--- config.mk ---
export PLATFORM = sky130hd
export DESIGN_NAME = fsas_ctrl
export DESIGN_NICKNAME = d
export VERILOG_FILES = /design/src/core/fsas_pkg.sv /design/src/core/fsas_ctrl.sv /design/src/core/fsas_bus_cycle.sv
export VERILOG_INCLUDE_DIRS = /design/src /design/src/core
export SDC_FILE = /design/constraint.sdc
export NUM_CORES = 1
export LEC_CHECK = 0
export ABC_CLOCK_PERIOD_IN_PS = 2560
export BUFFER_PORTS_ARGS = -buffer_cell sky130_fd_sc_hd__buf_2
export CORE_AREA = 2 2 119 121
export CTS_CLUSTER_SIZE = 20
export DETAILED_ROUTE_END_ITERATION = 10
export DIE_AREA = 0 0 121 123
export GPL_ROUTABILITY_DRIVEN = 0
export PLACE_DENSITY = 0.77
export SLEW_MARGIN = 20
export SYNTH_ARGS = -nofsm -noshare
export SYNTH_HDL_FRONTEND = slang
export SYNTH_SLANG_ARGS = --single-unit
--- constraint.sdc ---
create_clock -name i_clk -period 2.56 [get_ports i_clk]
set_clock_uncertainty 0.2 [all_clocks]
set_input_delay 0.512 -clock i_clk [delete_from_list [all_inputs] [get_ports i_clk]]
set_output_delay 0.512 -clock i_clk [all_outputs]
set_load 0.02 [all_outputs]
--- src/core/fsas_map.svh ---
// Register offsets, flash command codes and timing constants of the flash host controller.
`ifndef FSAS_MAP_SVH
`define FSAS_MAP_SVH

// ==========================================================================
// Avalon-MM register word indices (address bits 4:2)
`define FSAS_REG_CMD      3'h0
`define FSAS_REG_ADDR     3'h1
`define FSAS_REG_WDATA    3'h2
`define FSAS_REG_STATUS   3'h3
`define FSAS_REG_RDATA    3'h4

// ==========================================================================
// Status register field positions
`define FSAS_ST_BUSY      0
`define FSAS_ST_ERR       1
`define FSAS_ST_TOG_ONE   2
`define FSAS_ST_TOG_TWO   3
`define FSAS_ST_TIMEOUT   4
`define FSAS_ST_POLL      5
`define FSAS_ST_ETIMER    6
`define FSAS_ST_RDY       7

// ==========================================================================
// Flash status byte bit positions
`define FSAS_DQ_POLL      7
`define FSAS_DQ_TOG_ONE   6
`define FSAS_DQ_TIMEOUT   5
`define FSAS_DQ_ETIMER    3
`define FSAS_DQ_TOG_TWO   2

// ==========================================================================
// Flash command cycles
`define FSAS_UNLOCK_A1    19'h00555
`define FSAS_UNLOCK_A2    19'h002aa
`define FSAS_UNLOCK_D1    8'haa
`define FSAS_UNLOCK_D2    8'h55
`define FSAS_CMD_PROGRAM  8'ha0
`define FSAS_CMD_ERASE    8'h80
`define FSAS_CMD_SECTOR   8'h30
`define FSAS_CMD_AUTOSEL  8'h90
`define FSAS_CMD_SUSPEND  8'hb0
`define FSAS_CMD_RESUME   8'h30
`define FSAS_CMD_RESET    8'hf0

// ==========================================================================
// Timing in nanoseconds and derived cycle counts at the 40 ns clock
`define FSAS_CLK_NS       40
`define FSAS_T_ACC_NS     90
`define FSAS_T_WP_NS      50
`define FSAS_T_HOLD_NS    40
`define FSAS_ACC_CYC      ((`FSAS_T_ACC_NS + `FSAS_CLK_NS - 1) / `FSAS_CLK_NS)
`define FSAS_WP_CYC       ((`FSAS_T_WP_NS + `FSAS_CLK_NS - 1) / `FSAS_CLK_NS)
`define FSAS_HOLD_CYC     ((`FSAS_T_HOLD_NS + `FSAS_CLK_NS - 1) / `FSAS_CLK_NS)

`endif

--- src/core/fsas_pkg.sv ---
// Types shared by the flash host controller modules.
package fsas_pkg;

  // ========================================================================
  // Operations that software may start through the command register.
  typedef enum logic [3:0] {
    FSAS_OP_READ     = 4'h0,
    FSAS_OP_WRITE    = 4'h1,
    FSAS_OP_PROGRAM  = 4'h2,
    FSAS_OP_ERASE    = 4'h3,
    FSAS_OP_SUSPEND  = 4'h4,
    FSAS_OP_RESUME   = 4'h5,
    FSAS_OP_AUTOSEL  = 4'h6,
    FSAS_OP_RESET    = 4'h7,
    FSAS_OP_POLL     = 4'h8
  } fsas_op_t;

  // ========================================================================
  // Sequencer states, Gray coded along idle, issue, wait, done.
  typedef enum logic [1:0] {
    FSAS_M_IDLE  = 2'h0,
    FSAS_M_ISSUE = 2'h1,
    FSAS_M_WAIT  = 2'h3,
    FSAS_M_DONE  = 2'h2
  } fsas_mst_t;

  // ========================================================================
  // Bus cycle states, Gray coded along idle, setup, strobe, hold.
  typedef enum logic [1:0] {
    FSAS_C_IDLE   = 2'h0,
    FSAS_C_SETUP  = 2'h1,
    FSAS_C_STROBE = 2'h3,
    FSAS_C_HOLD   = 2'h2
  } fsas_cst_t;

  // ========================================================================
  // One step of a command sequence.
  typedef struct packed {
    logic        last;
    logic        rd;
    logic [18:0] addr;
    logic [7:0]  data;
  } fsas_step_t;

endpackage

--- src/core/fsas_ctrl.sv ---
// Flash host controller: Avalon-MM registers and command sequencer.
`timescale 1ns/10ps
`include "fsas_map.svh"
module fsas_ctrl #(
  parameter int P_ACC_CYC  = `FSAS_ACC_CYC,
  parameter int P_WP_CYC   = `FSAS_WP_CYC,
  parameter int P_HOLD_CYC = `FSAS_HOLD_CYC
) (
  input  wire logic        i_clk,
  input  wire logic        i_rst,
  input  wire logic [4:0]  i_address,
  input  wire logic        i_read,
  input  wire logic        i_write,
  input  wire logic [3:0]  i_byteenable,
  input  wire logic [31:0] i_writedata,
  output logic [31:0]      o_readdata,
  output logic             o_waitrequest,
  output logic             o_ce_n,
  output logic             o_we_n,
  output logic             o_oe_n,
  output logic [18:0]      o_addr,
  output logic [7:0]       o_dq_out,
  output logic             o_dq_oe_n,
  input  wire logic [7:0]  i_dq_in,
  input  wire logic        i_ready_busy_out
);
  import fsas_pkg::*;

  typedef struct packed {
    fsas_mst_t   st;
    fsas_op_t    op;
    logic [2:0]  idx;
    logic [18:0] addr;
    logic [7:0]  wdata;
    logic [7:0]  rdata;
    logic [7:0]  prev;
    logic        busy;
    logic        err;
    logic        tog_one;
    logic        tog_two;
    logic        timeout;
    logic        poll;
    logic        etimer;
    logic        rb_meta;
    logic        rb_sync;
    logic        waitreq;
    logic [31:0] readdata;
    logic        cyc_start;
    logic        cyc_we;
    logic [18:0] cyc_addr;
    logic [7:0]  cyc_data;
  } fsas_ctl_t;

  fsas_ctl_t   q;
  fsas_ctl_t   next_q;
  logic        cyc_done;
  logic [7:0]  cyc_rdata;
  fsas_step_t  step;

  // ========================================================================
  // Sequence helpers.
  function automatic fsas_step_t mk(input logic last, input logic rd,
                                    input logic [18:0] a, input logic [7:0] d);
    fsas_step_t s;
    s.last = last;
    s.rd   = rd;
    s.addr = a;
    s.data = d;
    return s;
  endfunction

  // Two unlock writes open every multi-cycle command except the poll, which is two plain reads.
  function automatic fsas_step_t unlock(input logic second);
    return second ? mk(1'b0, 1'b0, `FSAS_UNLOCK_A2, `FSAS_UNLOCK_D2)
                  : mk(1'b0, 1'b0, `FSAS_UNLOCK_A1, `FSAS_UNLOCK_D1);
  endfunction

  function automatic fsas_step_t seq_get(input fsas_op_t op, input logic [2:0] i,
                                         input logic [18:0] a, input logic [7:0] d);
    fsas_step_t s;
    s = mk(1'b1, 1'b1, a, 8'h00);
    case (op)
      FSAS_OP_READ:    s = mk(1'b1, 1'b1, a, 8'h00);
      FSAS_OP_WRITE:   s = mk(1'b1, 1'b0, a, d);
      FSAS_OP_PROGRAM: begin
        if (i < 3'h2) begin
          s = unlock(i[0]);
        end else if (i == 3'h2) begin
          s = mk(1'b0, 1'b0, `FSAS_UNLOCK_A1, `FSAS_CMD_PROGRAM);
        end else begin
          s = mk(1'b1, 1'b0, a, d);
        end
      end
      FSAS_OP_ERASE: begin
        if (i == 3'h0 || i == 3'h3) begin
          s = unlock(1'b0);
        end else if (i == 3'h1 || i == 3'h4) begin
          s = unlock(1'b1);
        end else if (i == 3'h2) begin
          s = mk(1'b0, 1'b0, `FSAS_UNLOCK_A1, `FSAS_CMD_ERASE);
        end else begin
          s = mk(1'b1, 1'b0, a, `FSAS_CMD_SECTOR);
        end
      end
      // Address is don't-care, so the current address register is reused.
      FSAS_OP_SUSPEND: s = mk(1'b1, 1'b0, a, `FSAS_CMD_SUSPEND);
      FSAS_OP_RESUME:  s = mk(1'b1, 1'b0, a, `FSAS_CMD_RESUME);
      FSAS_OP_AUTOSEL: begin
        if (i < 3'h2) begin
          s = unlock(i[0]);
        end else begin
          s = mk(1'b1, 1'b0, `FSAS_UNLOCK_A1, `FSAS_CMD_AUTOSEL);
        end
      end
      // One way out of auto-select back to array reads; a raw write of F0 also works.
      FSAS_OP_RESET:   s = mk(1'b1, 1'b0, a, `FSAS_CMD_RESET);
      // Two back-to-back reads at the software address.
      FSAS_OP_POLL:    s = mk(i != 3'h0, 1'b1, a, 8'h00);
      default:         s = mk(1'b1, 1'b1, a, 8'h00);
    endcase
    return s;
  endfunction

  function automatic logic op_valid(input logic [3:0] v);
    return v <= FSAS_OP_POLL;
  endfunction

  // Byte-lane merge of an Avalon write into a stored word.
  function automatic logic [31:0] be_merge(input logic [31:0] old, input logic [31:0] nw,
                                           input logic [3:0] be);
    logic [31:0] r;
    r = old;
    for (int b = 0; b < 4; b++) begin
      if (be[b]) begin
        r[8*b +: 8] = nw[8*b +: 8];
      end
    end
    return r;
  endfunction

  function automatic logic [31:0] reg_read(input logic [2:0] w, input fsas_ctl_t s);
    logic [31:0] r;
    r = 32'h0000_0000;
    case (w)
      `FSAS_REG_CMD:   r = {28'h0000000, s.op};
      `FSAS_REG_ADDR:  r = {13'h0000, s.addr};
      `FSAS_REG_WDATA: r = {24'h000000, s.wdata};
      `FSAS_REG_STATUS: begin
        r[`FSAS_ST_BUSY]    = s.busy;
        r[`FSAS_ST_ERR]     = s.err;
        r[`FSAS_ST_TOG_ONE] = s.tog_one;
        r[`FSAS_ST_TOG_TWO] = s.tog_two;
        r[`FSAS_ST_TIMEOUT] = s.timeout;
        r[`FSAS_ST_POLL]    = s.poll;
        r[`FSAS_ST_ETIMER]  = s.etimer;
        r[`FSAS_ST_RDY]     = s.rb_sync;
      end
      `FSAS_REG_RDATA: r = {24'h000000, s.rdata};
      default:         r = 32'h0000_0000;
    endcase
    return r;
  endfunction

  assign step = seq_get(q.op, q.idx, q.addr, q.wdata);

  // ========================================================================
  // Bus slave, sequencer and status decoding in one next-state process.
  always_comb begin
    logic [31:0] m;
    m                = 32'h0000_0000;
    next_q           = q;
    next_q.cyc_start = 1'b0;
    // Ready/busy is an open-drain pin from another domain, so it is synced.
    next_q.rb_meta   = i_ready_busy_out;
    next_q.rb_sync   = q.rb_meta;

    // Avalon: one wait cycle, then the answer with waitrequest low.
    if (q.waitreq) begin
      if (i_read || i_write) begin
        next_q.waitreq  = 1'b0;
        next_q.readdata = reg_read(i_address[4:2], q);
      end
    end else begin
      next_q.waitreq = 1'b1;
      if (i_write) begin
        case (i_address[4:2])
          `FSAS_REG_ADDR: begin
            m           = be_merge({13'h0000, q.addr}, i_writedata, i_byteenable);
            next_q.addr = m[18:0];
          end
          `FSAS_REG_WDATA: begin
            if (i_byteenable[0]) begin
              next_q.wdata = i_writedata[7:0];
            end
          end
          `FSAS_REG_CMD: begin
            // A command while busy or an unknown code is refused and flagged.
            if (i_byteenable[0]) begin
              if (q.busy || !op_valid(i_writedata[3:0])) begin
                next_q.err = 1'b1;
              end else begin
                next_q.err  = 1'b0;
                next_q.busy = 1'b1;
                next_q.op   = fsas_op_t'(i_writedata[3:0]);
                next_q.idx  = 3'h0;
                next_q.st   = FSAS_M_ISSUE;
              end
            end
          end
          default: begin
            next_q.err = q.err;
          end
        endcase
      end
    end

    case (q.st)
      FSAS_M_IDLE: begin
        next_q.busy = next_q.busy;
      end
      FSAS_M_ISSUE: begin
        next_q.cyc_start = 1'b1;
        next_q.cyc_we    = ~step.rd;
        next_q.cyc_addr  = step.addr;
        next_q.cyc_data  = step.data;
        next_q.st        = FSAS_M_WAIT;
      end
      FSAS_M_WAIT: begin
        if (cyc_done) begin
          if (step.rd) begin
            next_q.prev  = q.rdata;
            next_q.rdata = cyc_rdata;
          end
          if (step.last) begin
            next_q.st = FSAS_M_DONE;
          end else begin
            next_q.idx = q.idx + 3'h1;
            next_q.st  = FSAS_M_ISSUE;
          end
        end
      end
      FSAS_M_DONE: begin
        if (q.op == FSAS_OP_POLL) begin
          // Toggle bits are judged by comparing two successive reads.
          next_q.tog_one = q.prev[`FSAS_DQ_TOG_ONE] ^ q.rdata[`FSAS_DQ_TOG_ONE];
          next_q.tog_two = q.prev[`FSAS_DQ_TOG_TWO] ^ q.rdata[`FSAS_DQ_TOG_TWO];
          // Remaining flags come from the later read only, since bit 7 may
          // settle apart from the others on the first one.
          next_q.timeout = q.rdata[`FSAS_DQ_TIMEOUT];
          next_q.poll    = q.rdata[`FSAS_DQ_POLL];
          next_q.etimer  = q.rdata[`FSAS_DQ_ETIMER];
        end
        next_q.busy = 1'b0;
        next_q.st   = FSAS_M_IDLE;
      end
      default: begin
        next_q.st = FSAS_M_IDLE;
      end
    endcase
  end

  // ========================================================================
  // State register; waitrequest idles high so no request passes unseen.
  always_ff @(posedge i_clk) begin
    if (i_rst) begin
      q         <= '0;
      q.st      <= FSAS_M_IDLE;
      q.op      <= FSAS_OP_READ;
      q.rb_meta <= 1'b1;
      q.rb_sync <= 1'b1;
      q.waitreq <= 1'b1;
    end else begin
      q <= next_q;
    end
  end

  assign o_readdata    = q.readdata;
  assign o_waitrequest = q.waitreq;

  // ========================================================================
  // Pin-level cycle engine.
  fsas_bus_cycle #(
    .P_ACC_CYC  (P_ACC_CYC),
    .P_WP_CYC   (P_WP_CYC),
    .P_HOLD_CYC (P_HOLD_CYC)
  ) u_cyc (
    .i_clk     (i_clk),
    .i_rst     (i_rst),
    .i_start   (q.cyc_start),
    .i_write   (q.cyc_we),
    .i_addr    (q.cyc_addr),
    .i_wdata   (q.cyc_data),
    .o_done    (cyc_done),
    .o_rdata   (cyc_rdata),
    .o_ce_n    (o_ce_n),
    .o_we_n    (o_we_n),
    .o_oe_n    (o_oe_n),
    .o_addr    (o_addr),
    .o_dq_out  (o_dq_out),
    .o_dq_oe_n (o_dq_oe_n),
    .i_dq_in   (i_dq_in)
  );

endmodule

--- src/core/fsas_bus_cycle.sv ---
// One asynchronous flash read or write cycle on the chip pins.
`timescale 1ns/10ps
`include "fsas_map.svh"
module fsas_bus_cycle #(
  parameter int P_ACC_CYC  = `FSAS_ACC_CYC,
  parameter int P_WP_CYC   = `FSAS_WP_CYC,
  parameter int P_HOLD_CYC = `FSAS_HOLD_CYC
) (
  input  wire logic        i_clk,
  input  wire logic        i_rst,
  input  wire logic        i_start,
  input  wire logic        i_write,
  input  wire logic [18:0] i_addr,
  input  wire logic [7:0]  i_wdata,
  output logic             o_done,
  output logic [7:0]       o_rdata,
  output logic             o_ce_n,
  output logic             o_we_n,
  output logic             o_oe_n,
  output logic [18:0]      o_addr,
  output logic [7:0]       o_dq_out,
  output logic             o_dq_oe_n,
  input  wire logic [7:0]  i_dq_in
);
  import fsas_pkg::*;

  // ========================================================================
  // Elaboration check: the 4-bit counter holds the read strobe plus sync.
  if (P_ACC_CYC < 1 || P_ACC_CYC > 12 || P_WP_CYC < 1 || P_WP_CYC > 15 ||
      P_HOLD_CYC < 1 || P_HOLD_CYC > 15) begin : g_chk
    $error("fsas_bus_cycle: timing counts out of range");
  end

  localparam logic [3:0] RD_CYC = 4'(P_ACC_CYC + 2);
  localparam logic [3:0] WP_CYC = 4'(P_WP_CYC);
  localparam logic [3:0] HD_CYC = 4'(P_HOLD_CYC);

  typedef struct packed {
    fsas_cst_t   st;
    logic [3:0]  cnt;
    logic        wr;
    logic        ce_n;
    logic        we_n;
    logic        oe_n;
    logic [18:0] addr;
    logic [7:0]  dq;
    logic        dq_oe_n;
    logic [7:0]  dq_meta;
    logic [7:0]  dq_sync;
    logic [7:0]  rdata;
    logic        done;
  } fsas_cyc_t;

  fsas_cyc_t q;
  fsas_cyc_t next_q;

  // ========================================================================
  // Cycle sequencing. The read strobe is stretched by two cycles because the
  // data lines pass a two-stage synchroniser before they are captured.
  always_comb begin
    next_q         = q;
    next_q.done    = 1'b0;
    next_q.dq_meta = i_dq_in;
    next_q.dq_sync = q.dq_meta;
    case (q.st)
      FSAS_C_IDLE: begin
        if (i_start) begin
          next_q.st      = FSAS_C_SETUP;
          next_q.wr      = i_write;
          next_q.addr    = i_addr;
          next_q.dq      = i_wdata;
          next_q.ce_n    = 1'b0;
          next_q.dq_oe_n = ~i_write;
        end
      end
      FSAS_C_SETUP: begin
        next_q.st   = FSAS_C_STROBE;
        next_q.cnt  = q.wr ? WP_CYC : RD_CYC;
        next_q.we_n = ~q.wr;
        next_q.oe_n = q.wr;
      end
      FSAS_C_STROBE: begin
        next_q.cnt = q.cnt - 4'h1;
        if (q.cnt == 4'h1) begin
          // Rising write strobe latches the command; status is valid after it.
          next_q.st    = FSAS_C_HOLD;
          next_q.cnt   = HD_CYC;
          next_q.we_n  = 1'b1;
          next_q.oe_n  = 1'b1;
          next_q.rdata = q.wr ? q.rdata : q.dq_sync;
        end
      end
      FSAS_C_HOLD: begin
        next_q.cnt = q.cnt - 4'h1;
        if (q.cnt == 4'h1) begin
          next_q.st      = FSAS_C_IDLE;
          next_q.ce_n    = 1'b1;
          next_q.dq_oe_n = 1'b1;
          next_q.done    = 1'b1;
        end
      end
      default: begin
        next_q.st = FSAS_C_IDLE;
      end
    endcase
  end

  // ========================================================================
  // State register with synchronous reset to an idle, released bus.
  always_ff @(posedge i_clk) begin
    if (i_rst) begin
      q         <= '0;
      q.st      <= FSAS_C_IDLE;
      q.ce_n    <= 1'b1;
      q.we_n    <= 1'b1;
      q.oe_n    <= 1'b1;
      q.dq_oe_n <= 1'b1;
    end else begin
      q <= next_q;
    end
  end

  assign o_done    = q.done;
  assign o_rdata   = q.rdata;
  assign o_ce_n    = q.ce_n;
  assign o_we_n    = q.we_n;
  assign o_oe_n    = q.oe_n;
  assign o_addr    = q.addr;
  assign o_dq_out  = q.dq;
  assign o_dq_oe_n = q.dq_oe_n;

endmodule

==> impl_summary.log <==
INFO  metric outcome = completed
INFO  metric async_flop_share = 0%
INFO  metric worst_flop_to_flop_path_startpoint = q[116]$_SDFF_PP0_
INFO  metric grt_antenna_before_repair = 0
INFO  metric mostFrequentLayoutCells = dfxtp_1, nand2_1, buf_2
INFO  metric synth-warning-count = 0
INFO  metric hold_end = next_q[62]$_SDFF_PP1_
INFO  metric overflow = 0
INFO  metric clock-sinks = 167
INFO  metric syn_area = between 7000 and 8000 um2
INFO  metric place_area = 7600 um2
INFO  metric grtUsageTotal = between 20% and 30%
INFO  metric core_area = around 14000 um2
INFO  metric remaining_drc_errors = 0
INFO  metric tns = 0 ns
INFO  metric timing_worst_slew_pin_value = between 0.8 and 0.9 ns
INFO  metric initial_utilization = around 54%
INFO  metric post_synth_edffs = 0
INFO  metric proportion_of_layout_cells_with_a_drive_suffix_above_1 = 18.5%
INFO  metric first_iter_violations = 459
INFO  metric whs_path_depth = 2
INFO  metric layout.cell_area.non_filler = about 8200 um2
INFO  metric criticalPathCategory = flip-flop to flip-flop
INFO  metric die_width = 121 um
INFO  metric post-dp-hpwl = ~11000 um
INFO  metric clk_path_buf_depth = 2
INFO  metric drt-vias-per-instance = 5.47
INFO  metric wire_length_of_the_first_global_routing_pass = around 25000 um
INFO  metric seq_area_frac_synth = 45.4%
INFO  metric cp-end-kind = flip-flop
INFO  metric final-max-slew-violation-count = 0
INFO  metric cp.required = 2.67 ns
INFO  metric root_buffer_cell = clkbuf_16
INFO  metric synthesis.instances = 851
INFO  metric pwr_cell_area = between 600 and 700 nW/um2
INFO  metric leakage = approximately 3.4 nW
INFO  metric route.detailed.wl_per_inst = 15.2 um
INFO  metric highest_layer = met4
INFO  metric drtPass1Iterations = 5
INFO  metric num_vias = approximately 5900
INFO  metric max_cap_viols = 0
INFO  metric cts-htree-levels = 4
INFO  metric mostFrequentLayoutCell = dfxtp_1
INFO  metric hold_path_origin = i_ready_busy_out
INFO  metric period_needed = approximately 2.4 ns
INFO  metric inserted_diodes = 0
INFO  metric timing.reg2reg.setup_slack = 0.13 ns
INFO  metric via_count_of_the_first_global_routing_pass = ~5200
INFO  metric die_height = roughly 120 um
INFO  metric final_nets = around 940
INFO  metric ir_drop = approximately 0.47 mV
INFO  metric route.antenna.remaining_nets = 0
INFO  metric final-setup-viol-count = 0
INFO  metric grt_max_degree = roughly 80
INFO  metric worst_ep_arrival_time = 2.54 ns
INFO  metric endpoint_of_the_most_critical_register_to_register_path = q[8]$_SDFFE_PP0P_
INFO  metric timing.final.hold_violations = 0
INFO  metric met3_wirelength = 941 um
INFO  metric setup.worst_path.start_class = flip-flop
INFO  metric placement.io_buffers = slightly below 90
INFO  metric wl_met1 = a little over 7000 um
INFO  metric final_period_utilization = 94.9%
INFO  metric cts_tree = yes
INFO  metric die-area = 14900 um2
INFO  metric synth.lib_cells_used.distinct = 65
INFO  metric flow.area_growth_from_synthesis = 11.4%
INFO  metric setup_repair_after_global_routing_missed_its_margin = no
INFO  metric route.met2.wl = approximately 7700 um
INFO  metric post_synth_top_flop = dfxtp_1
INFO  metric maxSlewHeadroom = between 40% and 50%
INFO  metric ioPinCount = ~120
INFO  metric worstSkewPairLatency = ~0.43 ns
INFO  metric finalWirelength = 16300 um
INFO  metric postSynthRegisterBits = between 150 and 200
INFO  metric r2r_cells = 6
INFO  metric cts_made_buffers = 17
INFO  metric hold_class = input pin to flip-flop
INFO  metric synth_area_per_cell = about 8.6 um2
INFO  metric placement_rows = 43
INFO  metric fmax = between 400 and 500 MHz
INFO  metric critical_path.max_fanout = 9
INFO  metric clock_transition_at_the_registers_of_the_reported_paths = 0.06 ns
-- report_power, final --
part	internal (mW)	leakage [nW]	switching, mW	total (mW)
Clock	1.50	0.293	1.05	2.55
Sequential	2.62	1.35	0.00876	2.63
Combinational	0.0601	1.71	0.127	0.187
-- worst max path at each step --
stage | start | end | depth (start not counted)
2_1_floorplan | q[115]$_SDFF_PP0_ | q[10]$_SDFFE_PP0P_ | 8
3_3_place_gp | q[114]$_SDFF_PP0_ | q[16]$_SDFFE_PP0P_ | 7
3_5_place_dp | q[114]$_SDFF_PP0_ | q[12]$_SDFFE_PP0P_ | 7
4_1_cts | q[114]$_SDFF_PP0_ | q[12]$_SDFFE_PP0P_ | 7
5_1_grt | q[116]$_SDFF_PP0_ | q[12]$_SDFFE_PP0P_ | 6
6_report | q[116]$_SDFF_PP0_ | q[8]$_SDFFE_PP0P_ | 6
-- synth_stat cells (3+ instances only) --
| cell | instances | area (um2) |
|---|---|---|
| a21o_1 | 4 | 30.0 |
| buf_1 | 11 | 41.3 |
| nor3b_1 | 3 | 22.5 |
| buf_4 | 61 | 458 |
| or2_2 | 3 | 18.8 |
| clkbuf_1 | 28 | 105 |
| a22oi_1 | 18 | 135 |
| inv_1 | 12 | 45.0 |
| and2_1 | 5 | 31.3 |
| xnor2_1 | 3 | 26.3 |
| dfxtp_1 | 167 | 3340 |
| a211oi_1 | 3 | 22.5 |
| and3_1 | 3 | 18.8 |
| nor3_1 | 14 | 70.1 |
| nand2_1 | 113 | 424 |
| ha_1 | 7 | 87.6 |
| o21ai_1 | 3 | 15.0 |
| o22ai_1 | 6 | 37.5 |
| a2111oi_0 | 4 | 35.0 |
| o21ai_0 | 25 | 125 |
| o311a_1 | 7 | 70.1 |
| nor2_1 | 81 | 304 |
| nor2b_1 | 27 | 169 |
| mux2i_1 | 41 | 410 |
| nand2b_1 | 11 | 68.8 |
| a21oi_1 | 86 | 430 |
| mux2_2 | 5 | 56.3 |
| nand3_1 | 35 | 175 |
| a22o_1 | 8 | 70.1 |
| buf_2 | 10 | 50.1 |
-- routing by layer --
layer | GRT usage (%) | vias up
met5 | 0 | -
met4 | 10.5 | 0
met3 | 5.03 | 43
met2 | 35.3 | 203
met1 | 27.4 | 2717
li1 | - | 2924
-- flip-flops by register name, indices dropped and copies added (netlist names), 8 cells and up --
name	flops
q	83
u_cyc.o_dq_out	8
o_readdata	19
u_cyc.o_rdata	8
u_cyc.o_addr	19
u_cyc.q	15
u_cyc.next_q	8
-- logic make-up (layout without fill, tap and decap cells) --
family,count (synthesis),in the layout,synth area share [%]
flops,167,167,45.4
mux,47,47,6.50
other cells,1,13,0.0510
fa+ha+maj,7,7,1.19
compound gates,185,185,16.0
simple gates,316,316,20.6
xor+xnor,5,5,0.595
buf+inv,123,156,9.66
-- layout make-up --
class	count	area [um2]
clock buffer	20	457
clock inverter	12	138
fill	1214	5420
inverter	12	45.0
multi-input combinational	573	3350
sequential	167	3350
tap	180	225
timing repair buffer	112	636
-- worst max-delay path, stage by stage (launching register included) --
cell	delay (ns)
dfxtp_1	0.48
inv_1	0.18
ha_1	0.31
o21ai_2	0.21
o211ai_4	0.14
or4b_1	0.61
o311a_1	0.18
-- per-stage QoR --
| stage | instances | hold WS (ns) | worst slack (ns) | total power [mW] | util, % |
|---|---|---|---|---|---|
| after detailed placement | 1044 | 0.202 | 0.133 | 2.87 | 55.8 |
| after floorplan | 863 | 0.189 | 0.255 | 2.81 | - |
| after global routing | 1076 | 0.0704 | 0.0410 | 5.52 | 60.2 |
| final | 1076 | 0.0685 | 0.130 | 5.36 | 60.2 |
| after CTS | 1076 | 0.0586 | 0.133 | 5.40 | 60.2 |
| after global placement | 1044 | 0.199 | 0.166 | 2.87 | 55.8 |
-- timing repair --
action / in CTS / in global routing
buffers inserted: 0 / 0
gates resized for setup: 0 / 2
hold buffers: 0 / 0
setup endpoints to repair: 0 / 9
Note: power is estimated with default switching activity, not from simulation.
